--- src/core/adcr_pkg.sv ---
// Overview of operation
// - bits 6-4 of the output stage register pick the switching rate 768, 384, 480 or 576 kHz, other codes reserved.
// - bit 2 of the output stage register picks bridge-tied load at zero and paralleled bridge at one, resetting to zero.
// - bits 1-0 of the output stage register pick BD, single-sided low-idle or hybrid modulation.
// - the processor hold bit resets to one and, once cleared, lets the processor power up and send data.
// - the mute bit at position 3 ramps both channels softly down when set and back up when cleared.
// - bits 1-0 of the power register request deep sleep, sleep, high impedance or play.
// - the page wrap bit governs auto-increment only in books other than book zero.
// - with page wrap at zero an access past the page end continues at address 8 of the next page.
// - with page wrap at one an access past the page end wraps to address 0 of the same page.
// - bits 7-4 of the frame register hold the bit clocks per frame code for 32 to 512.
// - bits 3-0 of the frame register select automatic or a fixed sample rate mode.
package adcr_pkg;

    // register offsets
    localparam logic [7:0] ADCR_OFS_STAGE = 8'h02;
    localparam logic [7:0] ADCR_OFS_POWER = 8'h03;
    localparam logic [7:0] ADCR_OFS_PAGE = 8'h0F;
    localparam logic [7:0] ADCR_OFS_FRAME = 8'h28;
    localparam logic [7:0] ADCR_OFS_STATUS = 8'h40;

    // reset values
    localparam logic [7:0] ADCR_RST_STAGE = 8'h00;
    localparam logic [7:0] ADCR_RST_POWER = 8'h10;
    localparam logic [7:0] ADCR_RST_PAGE = 8'h00;
    localparam logic [7:0] ADCR_RST_FRAME = 8'h00;

    // field positions
    localparam int ADCR_FSW_LSB = 4;
    localparam int ADCR_PBTL_BIT = 2;
    localparam int ADCR_MOD_LSB = 0;
    localparam int ADCR_HOLD_BIT = 4;
    localparam int ADCR_MUTE_BIT = 3;
    localparam int ADCR_STATE_LSB = 0;
    localparam int ADCR_WRAP_BIT = 3;
    localparam int ADCR_RATIO_LSB = 4;
    localparam int ADCR_FS_LSB = 0;

    // page geometry for auto-increment
    localparam logic [7:0] ADCR_PAGE_LAST = 8'h7F;
    localparam logic [7:0] ADCR_PAGE_RESUME = 8'h08;
    localparam logic [7:0] ADCR_PAGE_FIRST = 8'h00;

    // soft ramp timing
    localparam int ADCR_RAMP_STEP_NS = 1000;
    localparam int ADCR_CLK_NS = 100;
    localparam int ADCR_RAMP_STEP_CYC = (ADCR_RAMP_STEP_NS + ADCR_CLK_NS - 1) / ADCR_CLK_NS;

    // switching rate codes
    localparam logic [2:0] ADCR_FSW_768 = 3'h0;
    localparam logic [2:0] ADCR_FSW_384 = 3'h1;
    localparam logic [2:0] ADCR_FSW_480 = 3'h3;
    localparam logic [2:0] ADCR_FSW_576 = 3'h4;

    // bit clock ratio codes
    localparam logic [3:0] ADCR_BCK_32 = 4'h3;
    localparam logic [3:0] ADCR_BCK_64 = 4'h5;
    localparam logic [3:0] ADCR_BCK_128 = 4'h7;
    localparam logic [3:0] ADCR_BCK_256 = 4'h9;
    localparam logic [3:0] ADCR_BCK_512 = 4'hB;

    // sample rate codes
    localparam logic [3:0] ADCR_FS_AUTO = 4'h0;
    localparam logic [3:0] ADCR_FS_32K = 4'h6;
    localparam logic [3:0] ADCR_FS_44K1 = 4'h8;
    localparam logic [3:0] ADCR_FS_48K = 4'h9;
    localparam logic [3:0] ADCR_FS_88K2 = 4'hA;
    localparam logic [3:0] ADCR_FS_96K = 4'hB;

    typedef enum logic [1:0] {
        ADCR_MOD_BD,
        ADCR_MOD_LOW_IDLE,
        ADCR_MOD_HYBRID,
        ADCR_MOD_RSVD
    } adcr_mod_t;

    typedef enum logic [1:0] {
        ADCR_PWR_DEEP_SLEEP,
        ADCR_PWR_SLEEP,
        ADCR_PWR_HIZ,
        ADCR_PWR_PLAY
    } adcr_pwr_t;

endpackage : adcr_pkg

--- src/core/adcr_regs.sv ---
// The implementer's own choice: the address-and-strobe port.
`timescale 1ns/1ns
module adcr_regs #(
    parameter int VOL_W = 8,
    parameter int RAMP_STEP_CYC = adcr_pkg::ADCR_RAMP_STEP_CYC
) (
    input wire logic clk_sys, // 10 MHz system clock
    input wire logic rst_n, // asynchronous reset, active low
    input wire logic [7:0] reg_addr, // register address
    input wire logic [7:0] reg_wdata, // write data
    input wire logic reg_wr, // write strobe
    input wire logic reg_rd, // read strobe
    output logic [7:0] reg_rdata, // read data, cycle after strobe
    input wire logic [7:0] book_sel, // current book of the auto-increment access
    input wire logic [7:0] inc_addr, // address being auto-incremented
    input wire logic inc_req, // request next address
    output logic [7:0] inc_next, // next auto-increment address
    output logic inc_page_step, // next address lies on the following page
    output logic [2:0] switching_freq_select, // applied switching rate code
    output logic [9:0] switching_khz, // switching rate in kHz
    output logic parallel_bridge_select, // 1 paralleled bridge output
    output logic [1:0] modulation_scheme, // applied modulation
    output logic single_sided_low_idle, // low-idle modulation active
    output logic processor_hold, // processor held in reset
    output logic [1:0] power_state, // applied power state
    output logic [VOL_W-1:0] ramp_gain, // soft mute volume ramp
    output logic mute_done, // ramp fully down while muted
    output logic [3:0] bitclock_frame_ratio, // bit clocks per frame code
    output logic [3:0] sample_rate_select, // sample rate mode code
    output logic sample_rate_auto // automatic rate detection active
);

    // parameter limits, refused at elaboration; the step counter is 16 bits wide
    if (VOL_W < 2 || VOL_W > 16) begin : g_bad_vol
        $error("adcr_regs: VOL_W out of range");
    end
    if (RAMP_STEP_CYC < 1 || RAMP_STEP_CYC > 65536) begin : g_bad_step
        $error("adcr_regs: RAMP_STEP_CYC out of range");
    end

    localparam logic [VOL_W-1:0] VOL_FULL = {VOL_W{1'b1}};
    localparam logic [VOL_W-1:0] VOL_ONE = VOL_W'(1);

    ////////////////////////////////////////////////////////////////////////////
    logic [7:0] output_stage_config;
    logic [7:0] power_state_and_mute;
    logic [7:0] page_increment_config;
    logic [7:0] audio_frame_rate_config;
    logic [15:0] ramp_cnt;
    logic [2:0] fsw_raw;
    logic [1:0] mod_raw;
    logic [3:0] ratio_raw;
    logic [3:0] fs_raw;

    // register writes, reserved bits kept as written
    // plain storage
    always_ff @(posedge clk_sys or negedge rst_n) begin
        if (!rst_n) begin
            output_stage_config <= adcr_pkg::ADCR_RST_STAGE;
            power_state_and_mute <= adcr_pkg::ADCR_RST_POWER;
            page_increment_config <= adcr_pkg::ADCR_RST_PAGE;
            audio_frame_rate_config <= adcr_pkg::ADCR_RST_FRAME;
        end else if (reg_wr) begin
            unique case (reg_addr)
                adcr_pkg::ADCR_OFS_STAGE: output_stage_config <= reg_wdata;
                adcr_pkg::ADCR_OFS_POWER: power_state_and_mute <= reg_wdata;
                adcr_pkg::ADCR_OFS_PAGE: page_increment_config <= reg_wdata;
                adcr_pkg::ADCR_OFS_FRAME: audio_frame_rate_config <= reg_wdata;
                default: ;
            endcase
        end
    end

    // read data, unmapped addresses read zero
    always_ff @(posedge clk_sys or negedge rst_n) begin
        if (!rst_n) begin
            reg_rdata <= 8'h00;
        end else if (reg_rd) begin
            unique case (reg_addr)
                adcr_pkg::ADCR_OFS_STAGE: reg_rdata <= output_stage_config;
                adcr_pkg::ADCR_OFS_POWER: reg_rdata <= power_state_and_mute;
                adcr_pkg::ADCR_OFS_PAGE: reg_rdata <= page_increment_config;
                adcr_pkg::ADCR_OFS_FRAME: reg_rdata <= audio_frame_rate_config;
                adcr_pkg::ADCR_OFS_STATUS: reg_rdata <= {mute_done, processor_hold, power_state,
                    sample_rate_auto, single_sided_low_idle, parallel_bridge_select, |ramp_gain};
                default: reg_rdata <= 8'h00;
            endcase
        end else begin
            reg_rdata <= 8'h00;
        end
    end

    ////////////////////////////////////////////////////////////////////////////
    // raw field slices
    assign fsw_raw = output_stage_config[adcr_pkg::ADCR_FSW_LSB +: 3];
    assign mod_raw = output_stage_config[adcr_pkg::ADCR_MOD_LSB +: 2];
    assign ratio_raw = audio_frame_rate_config[adcr_pkg::ADCR_RATIO_LSB +: 4];
    assign fs_raw = audio_frame_rate_config[adcr_pkg::ADCR_FS_LSB +: 4];

    // applied settings; reserved codes hold the last legal setting
    always_ff @(posedge clk_sys or negedge rst_n) begin
        if (!rst_n) begin
            switching_freq_select <= adcr_pkg::ADCR_FSW_768;
            switching_khz <= 10'd768;
            modulation_scheme <= adcr_pkg::ADCR_MOD_BD;
            bitclock_frame_ratio <= 4'h0;
            sample_rate_select <= adcr_pkg::ADCR_FS_AUTO;
        end else begin
            unique case (fsw_raw)
                adcr_pkg::ADCR_FSW_768: begin
                    switching_freq_select <= fsw_raw;
                    switching_khz <= 10'd768;
                end
                adcr_pkg::ADCR_FSW_384: begin
                    switching_freq_select <= fsw_raw;
                    switching_khz <= 10'd384;
                end
                adcr_pkg::ADCR_FSW_480: begin
                    switching_freq_select <= fsw_raw;
                    switching_khz <= 10'd480;
                end
                adcr_pkg::ADCR_FSW_576: begin
                    switching_freq_select <= fsw_raw;
                    switching_khz <= 10'd576;
                end
                default: ;
            endcase
            if (mod_raw != adcr_pkg::ADCR_MOD_RSVD) begin
                modulation_scheme <= mod_raw;
            end
            unique case (ratio_raw)
                adcr_pkg::ADCR_BCK_32, adcr_pkg::ADCR_BCK_64, adcr_pkg::ADCR_BCK_128,
                adcr_pkg::ADCR_BCK_256, adcr_pkg::ADCR_BCK_512: bitclock_frame_ratio <= ratio_raw;
                default: ;
            endcase
            unique case (fs_raw)
                adcr_pkg::ADCR_FS_AUTO, adcr_pkg::ADCR_FS_32K, adcr_pkg::ADCR_FS_44K1,
                adcr_pkg::ADCR_FS_48K, adcr_pkg::ADCR_FS_88K2,
                adcr_pkg::ADCR_FS_96K: sample_rate_select <= fs_raw;
                default: ;
            endcase
        end
    end

    assign single_sided_low_idle = (modulation_scheme == adcr_pkg::ADCR_MOD_LOW_IDLE);
    assign sample_rate_auto = (sample_rate_select == adcr_pkg::ADCR_FS_AUTO);

    assign parallel_bridge_select = output_stage_config[adcr_pkg::ADCR_PBTL_BIT];
    assign processor_hold = power_state_and_mute[adcr_pkg::ADCR_HOLD_BIT];
    assign power_state = power_state_and_mute[adcr_pkg::ADCR_STATE_LSB +: 2];

    ////////////////////////////////////////////////////////////////////////////
    // soft mute ramp, one step every RAMP_STEP_CYC cycles
    // soft volume ramp
    always_ff @(posedge clk_sys or negedge rst_n) begin
        if (!rst_n) begin
            ramp_cnt <= 16'h0000;
            ramp_gain <= VOL_FULL;
        end else if (ramp_cnt != 16'h0000) begin
            ramp_cnt <= ramp_cnt - 16'h0001;
        end else begin
            ramp_cnt <= 16'(RAMP_STEP_CYC - 1);
            if (power_state_and_mute[adcr_pkg::ADCR_MUTE_BIT]) begin
                if (ramp_gain != '0) ramp_gain <= ramp_gain - VOL_ONE;
            end else if (ramp_gain != VOL_FULL) begin
                ramp_gain <= ramp_gain + VOL_ONE;
            end
        end
    end

    assign mute_done = power_state_and_mute[adcr_pkg::ADCR_MUTE_BIT] && (ramp_gain == '0);

    ////////////////////////////////////////////////////////////////////////////
    // auto-increment address step
    always_comb begin
        inc_next = inc_addr + 8'h01;
        inc_page_step = 1'b0;
        if (inc_req && book_sel != 8'h00 && inc_addr == adcr_pkg::ADCR_PAGE_LAST) begin
            if (page_increment_config[adcr_pkg::ADCR_WRAP_BIT]) begin
                inc_next = adcr_pkg::ADCR_PAGE_FIRST;
            end else begin
                inc_next = adcr_pkg::ADCR_PAGE_RESUME;
                inc_page_step = 1'b1;
            end
        end
    end

endmodule : adcr_regs

--- config.mk ---
export PLATFORM = sky130hd
export DESIGN_NAME = adcr_regs
export DESIGN_NICKNAME = d
export VERILOG_FILES = /design/src/core/adcr_pkg.sv /design/src/core/adcr_regs.sv
export SDC_FILE = /design/constraint.sdc
export NUM_CORES = 1
export LEC_CHECK = 0
export ABC_AREA = 1
export BUFFER_PORTS_ARGS = -buffer_cell sky130_fd_sc_hd__buf_2
export CAP_MARGIN = 0
export CORE_MARGIN = 2
export CORE_UTILIZATION = 35
export CTS_BUF_LIST = sky130_fd_sc_hd__clkbuf_2 sky130_fd_sc_hd__clkbuf_4 sky130_fd_sc_hd__clkbuf_8
export CTS_CLUSTER_DIAMETER = 50
export CTS_CLUSTER_SIZE = 20
export DETAILED_ROUTE_END_ITERATION = 8
export GPL_ROUTABILITY_DRIVEN = 0
export PLACE_DENSITY_LB_ADDON = 0.12
export SLEW_MARGIN = 15
export SYNTH_ARGS = -nofsm -noshare
export SYNTH_HDL_FRONTEND = slang
export SYNTH_SLANG_ARGS = --single-unit
--- constraint.sdc ---
create_clock -name clk_sys -period 1.65 [get_ports clk_sys]
set_input_delay 0.33 -clock clk_sys [delete_from_list [all_inputs] [get_ports clk_sys]]
set_output_delay 0.33 -clock clk_sys [all_outputs]
set_load 0.01 [all_outputs]
== Yosys cells after proc, flatten, opt, wreduce, memory -nomap -nowiden ==
Cells that the tools add are included.
W data, S select, Z words.
Storage, ports and cells
  output and inout port bits: 55
  input port bits: 37
  register bits after elaboration: 87
  logic and storage cells: 72
Operators by class
  eq/ne operators: 23
  mux-type cells: 11
  add/subtract/negate cells: 4
  bitwise gates (word level): 1
  reductions and logical operators: 21
Operators by type and width (count)
  $mux W8: 5
  $pmux W10 S4: 1
  $pmux W8 S5: 1
  $eq A4 B4 Y1 const B: 6
  $add A8 B1 Y8 const B: 2
  $eq A8 B2 Y1 const B: 2
  $eq A8 B7 Y1 const B: 2
  $mux W16: 1
  $reduce_bool A16 Y1: 1
  $reduce_bool A8 Y1: 2
  $sub A16 B1 Y16 const B: 1
  $eq A4 B3 Y1 const B: 3
  $eq A8 B4 Y1 const B: 1
  $eq A8 B6 Y1 const B: 1
  $logic_not A4 Y1: 2
  $logic_not A8 Y1: 1
  $ne A8 B8 Y1 const B: 1
  $reduce_and A2 Y1: 4
  $reduce_or A8 Y1: 1
  $sub A8 B1 Y8 const B: 1
  $reduce_or A6 Y1: 1
  $reduce_or A5 Y1: 1
  $eq A4 B2 Y1 const B: 1
  $mux W4: 1
  other kinds (14): 17

== Longest topological paths before layout ==
  word-level depth: 4
  depth in mapped cells: 10
  gate-level depth less buffers: 10

== Worst setup path before layout ==
OpenSTA, ideal clock, no wires.
  kind: flip-flop to flip-flop
  from: reg ramp_gain[0]
  to: reg ramp_gain[4]
  path slack: 0.077 ns
  arrival: 1.504 ns
  period minus slack after synthesis: 1.573 ns
  buffers on the path: 0
  setup time: 0.069 ns
  cell stages (with the launch flop): 7
  data required time: 1.581 ns
  cell sequence: dfstp_2 > inv_1 > fa_1 > inv_1 > a21oi_1 > xor2_1 > o21ai_2
On the way
  cells in the longest elaborated chain, start to end: 3
  elaborated cells on any way between the ends: 10
  classes of those cells: 2 x add/sub; 2 x eq/ne; 3 x mux; 3 x reduce/logical
RTL lines
  start, declared: line adcr_regs.sv:26  | output logic [VOL_W-1:0] ramp_gain,
  start signal, assigned: line adcr_regs.sv:164  | if (ramp_gain != '0) ramp_gain <= ramp_gain - VOL_ONE;
  start signal, assigned: line adcr_regs.sv:166  | ramp_gain <= ramp_gain + VOL_ONE;
  $add A8 B1 Y8 (tied with other cells): line adcr_regs.sv:166
  $mux W8 (tied with other cells): line adcr_regs.sv:165  | end else if (ramp_gain != VOL_FULL) begin
  $mux W8 or $reduce_and A3 Y1 (tied branches)
Parallel ways exist; a longest one is shown, timed or not. The select of a mux whose other input is x is not followed.
A chain may end at the register's enable or synchronous reset.

== Worst setup path in the final report ==
  from: reg ramp_gain[7]
  to: out mute_done
On the way
  cells in the longest elaborated chain, start to end: 2
RTL lines
  $logic_not A8 Y1: line adcr_regs.sv:171  | assign mute_done = power_state_and_mute[adcr_pkg::ADCR_MUTE_BIT] && (ramp_gain == '0);
  $logic_and A1 B1 Y1: line adcr_regs.sv:171
  end, declared: line adcr_regs.sv:27  | output logic mute_done,
Every way passes these cells.

==> flow_metrics.env <==
export IMPL_path_max_fanout=2
export IMPL_n_fill_cell=1357
export IMPL_status="finished, violations left"
export IMPL_cpLargestDelayFamily="flip-flops"
export IMPL_maxSlewViolCount=0
export IMPL_fp_row_count=42
export IMPL_syn_area_per_cell_um2=8.04
export IMPL_syn_to_final_growth_pct=25.1
export IMPL_dr_pass1_iters=7
export IMPL_max_cap_viol_count=0
export IMPL_numCtsBuffers=9
export IMPL_cp_num_buf_inv=2
export IMPL_grt_use_total_pct=16.5
export IMPL_multiInputGateArea_um2=2390
export IMPL_final_cell_mix="143 x nand2_1, 82 x buf_2, 70 x dfrtp_1"
export IMPL_grt_max_degree=41
export IMPL_clk_pin_slew_ps=90
export IMPL_fin_util_pct=44.8
export IMPL_clk_path_buf_depth=2
export IMPL_report_final_hold_viol_count=0
export IMPL_yosysWarnings=0
export IMPL_post_route_period_util_pct=100
export IMPL_setup_viol=1
export IMPL_ant_nets=0
export IMPL_clk_latency_ps=360
export IMPL_crit_top_cell="nor2_2"
export IMPL_final_common_cell="nand2_1"
export IMPL_htree_levels=3
export IMPL_powerDensity_nw_per_um2=742
export IMPL_first_global_vias=4023
export IMPL_slowest_stage="dfstp_2"
export IMPL_initial_core_util_pct=35.9
export IMPL_fp_dieW_um=121
export IMPL_synthCells=593
export IMPL_fp_coreArea_um2=13300
export IMPL_routed_top_layer="met4"
export IMPL_io_buffers=86
export IMPL_layout_setup_ws_ps=-6.74
export IMPL_root_buffer="clkbuf_8"
export IMPL_crit_chain="nor2_2 -> nand2_1 -> nor2_2 -> nand2_2 -> inv_2 -> buf_6"
export IMPL_die_area_um2=14600
export IMPL_slowest_delay_ps=560
export IMPL_cp_required_ps=1320
export IMPL_drt_iter0_drc=152
export IMPL_leakage_uw=0.00320
export IMPL_skew_ps=15.0
export IMPL_antenna_found_initial=0
export IMPL_hpwl_mm=8.63
export IMPL_place_ws_ps=-33.6
export IMPL_syn_cell_area_um2=4770
export IMPL_arrival_ps=1330
export IMPL_cts_tree="built"
export IMPL_rsz0062_at_grt="yes"
export IMPL_min_period_ps=1660
export IMPL_ys_seq_area_share_pct=43.3
export IMPL_viasPerCell=4.66
export IMPL_wl_per_cell_um=13.0
export IMPL_wl_met3_um=401
export IMPL_overflow=0
export IMPL_drc=0
export IMPL_nets=761
export IMPL_die_height_um=121
export IMPL_fmax_mhz=604
export IMPL_wl_met2_mm=5.50
export IMPL_vdd_ir_drop_max_mv=0.463
export IMPL_path_class="reg2out"
export IMPL_cts_sinks=82
export IMPL_n_antenna_cell=0
export IMPL_crit_path_start_kind="register"
export IMPL_drive_gt1_share_pct=32.4
export IMPL_cp_end_kind="primary output"
export IMPL_min_path_type="in2reg"
export IMPL_synth_seq_cells=82
export IMPL_violations="negative setup slack"
export IMPL_ios=92
export IMPL_m1WireLength_mm=5.59
export IMPL_grt_pass1_wl_mm=19.0
export IMPL_num_vias=4172
export IMPL_wirelength_mm=11.6
export IMPL_ys_types=38
export IMPL_regArea_um2=2070
[cell usage after synthesis, drive strengths merged]
library cell	count	share of area, %
a21oi	12	1.3
a31oi	1	0.13
buf	14	2.6
clkinv	1	0.079
conb	1	0.079
dfrtp	71	37
dfstp	11	6.1
fa	1	0.42
ha	9	2.4
inv	79	6.3
nand2	156	13
nand3	70	8.4
nand3b	3	0.47
nand4	8	1.0
nor2	81	8.6
nor3	11	1.3
nor3b	1	0.16
o211ai	1	0.16
o21a	9	1.4
o21ai	38	6.0
o21bai	1	0.16
or2	1	0.13
xnor2	3	0.55
xor2	10	1.8
[worst register-to-register path, cell delays in order, from the launching register on]
cell     delay (ps)
dfstp_2         550
buf_4           130
ha_1            270
nand2_1          90
nand2_1          70
a21oi_1         140
xor2_1          210
o21ai_2          80
[per-layer routing]
| metal | up-vias | GRT usage (%) |
|---|---|---|
| li1 | 2126 | - |
| met1 | 1962 | 22.2 |
| met2 | 77 | 26.6 |
| met3 | 7 | 3.11 |
| met4 | 0 | 6.03 |
| met5 | - | 0 |
[registers in the layout, indices dropped and copies added, names as in the netlist]
register                 flops
page_increment_config        8
power_state_and_mute         8
reg_rdata                    8
switching_freq_select        3
audio_frame_rate_config      8
bitclock_frame_ratio         4
switching_khz                5
ramp_gain                    8
output_stage_config          8
sample_rate_select           4
modulation_scheme            2
ramp_cnt                    16
[report_power, final]
part           total [µW]  internal (µW)  leakage, µW  switching (µW)
Combinational         710            297      0.00201             413
Clock                1530            766     0.000107             765
Sequential           2180           2110      0.00109            71.2
Total                4430           3180      0.00320            1250
[logic make-up (layout without fill, tap and decap cells)]
group | after synthesis | count (layout) | share of synthesized area, %
buffers and inverters | 94 | 215 | 8.98
flip-flops | 82 | 82 | 43.3
adder cells (fa/ha/maj) | 10 | 10 | 2.78
XOR/XNOR | 13 | 13 | 2.39
AND/OR/NAND/NOR | 331 | 332 | 33.3
other | 1 | 5 | 0.0787
AO/OA/AOI/OAI | 62 | 62 | 9.16
[through the flow]
stage / hold slack, ps / std cells / TNS, ps / power (µW) / area [µm²]
after floorplan: 34.4 / 597 / 0 / 2600 / 4780
after global placement: 283 / 866 / -2.87 / 2850 / 5530
after detailed placement: 285 / 866 / -103 / 2860 / 5530
after CTS: 266 / 893 / -45.2 / 4490 / 5840
after global routing: 294 / 895 / -368 / 4670 / 5960
final: 285 / 895 / -6.74 / 4430 / 5960
[worst paths after layout]
check / from / to / slack, ps / cells after the start
min in group asynchronous: rst_n / reg_rdata[3]$_DFF_PN0_ / 440 / 2
setup reg to reg: ramp_gain[3]$_DFFE_PN1P_ / ramp_gain[4]$_DFFE_PN1P_ / 50 / 7
setup / recovery: ramp_gain[7]$_DFFE_PN1P_ / mute_done / -7 / 6
hold / removal: reg_wdata[6] / audio_frame_rate_config[6]$_DFFE_PN0P_ / 290 / 3
max in group asynchronous: rst_n / switching_khz[8]$_DFFE_PN1P_ / 620 / 3
hold reg to reg: ramp_cnt[0]$_DFF_PN0_ / ramp_cnt[0]$_DFF_PN0_ / 440 / 1
[cell type report]
class	count	share of cell area, %
inverters	80	5.12
clock buffers	11	2.43
multi-input cells	422	40.1
repair buffers	119	12.9
flip-flops and latches	82	34.7
clock inverters	5	1.03
well taps	176	3.69
[timing repair]
| action | CTS | global route |
|---|---|---|
| gates resized for setup | 7 | 25 |
| setup endpoints to repair | 5 | 17 |
| hold buffers | 1 | 0 |
| endpoints found under the hold margin | 15 | 0 |
| gates cloned | 0 | 1 |
| buffers inserted | 10 | 1 |
| pin swaps | 6 | 14 |
Power figures use the tool's default switching activity.
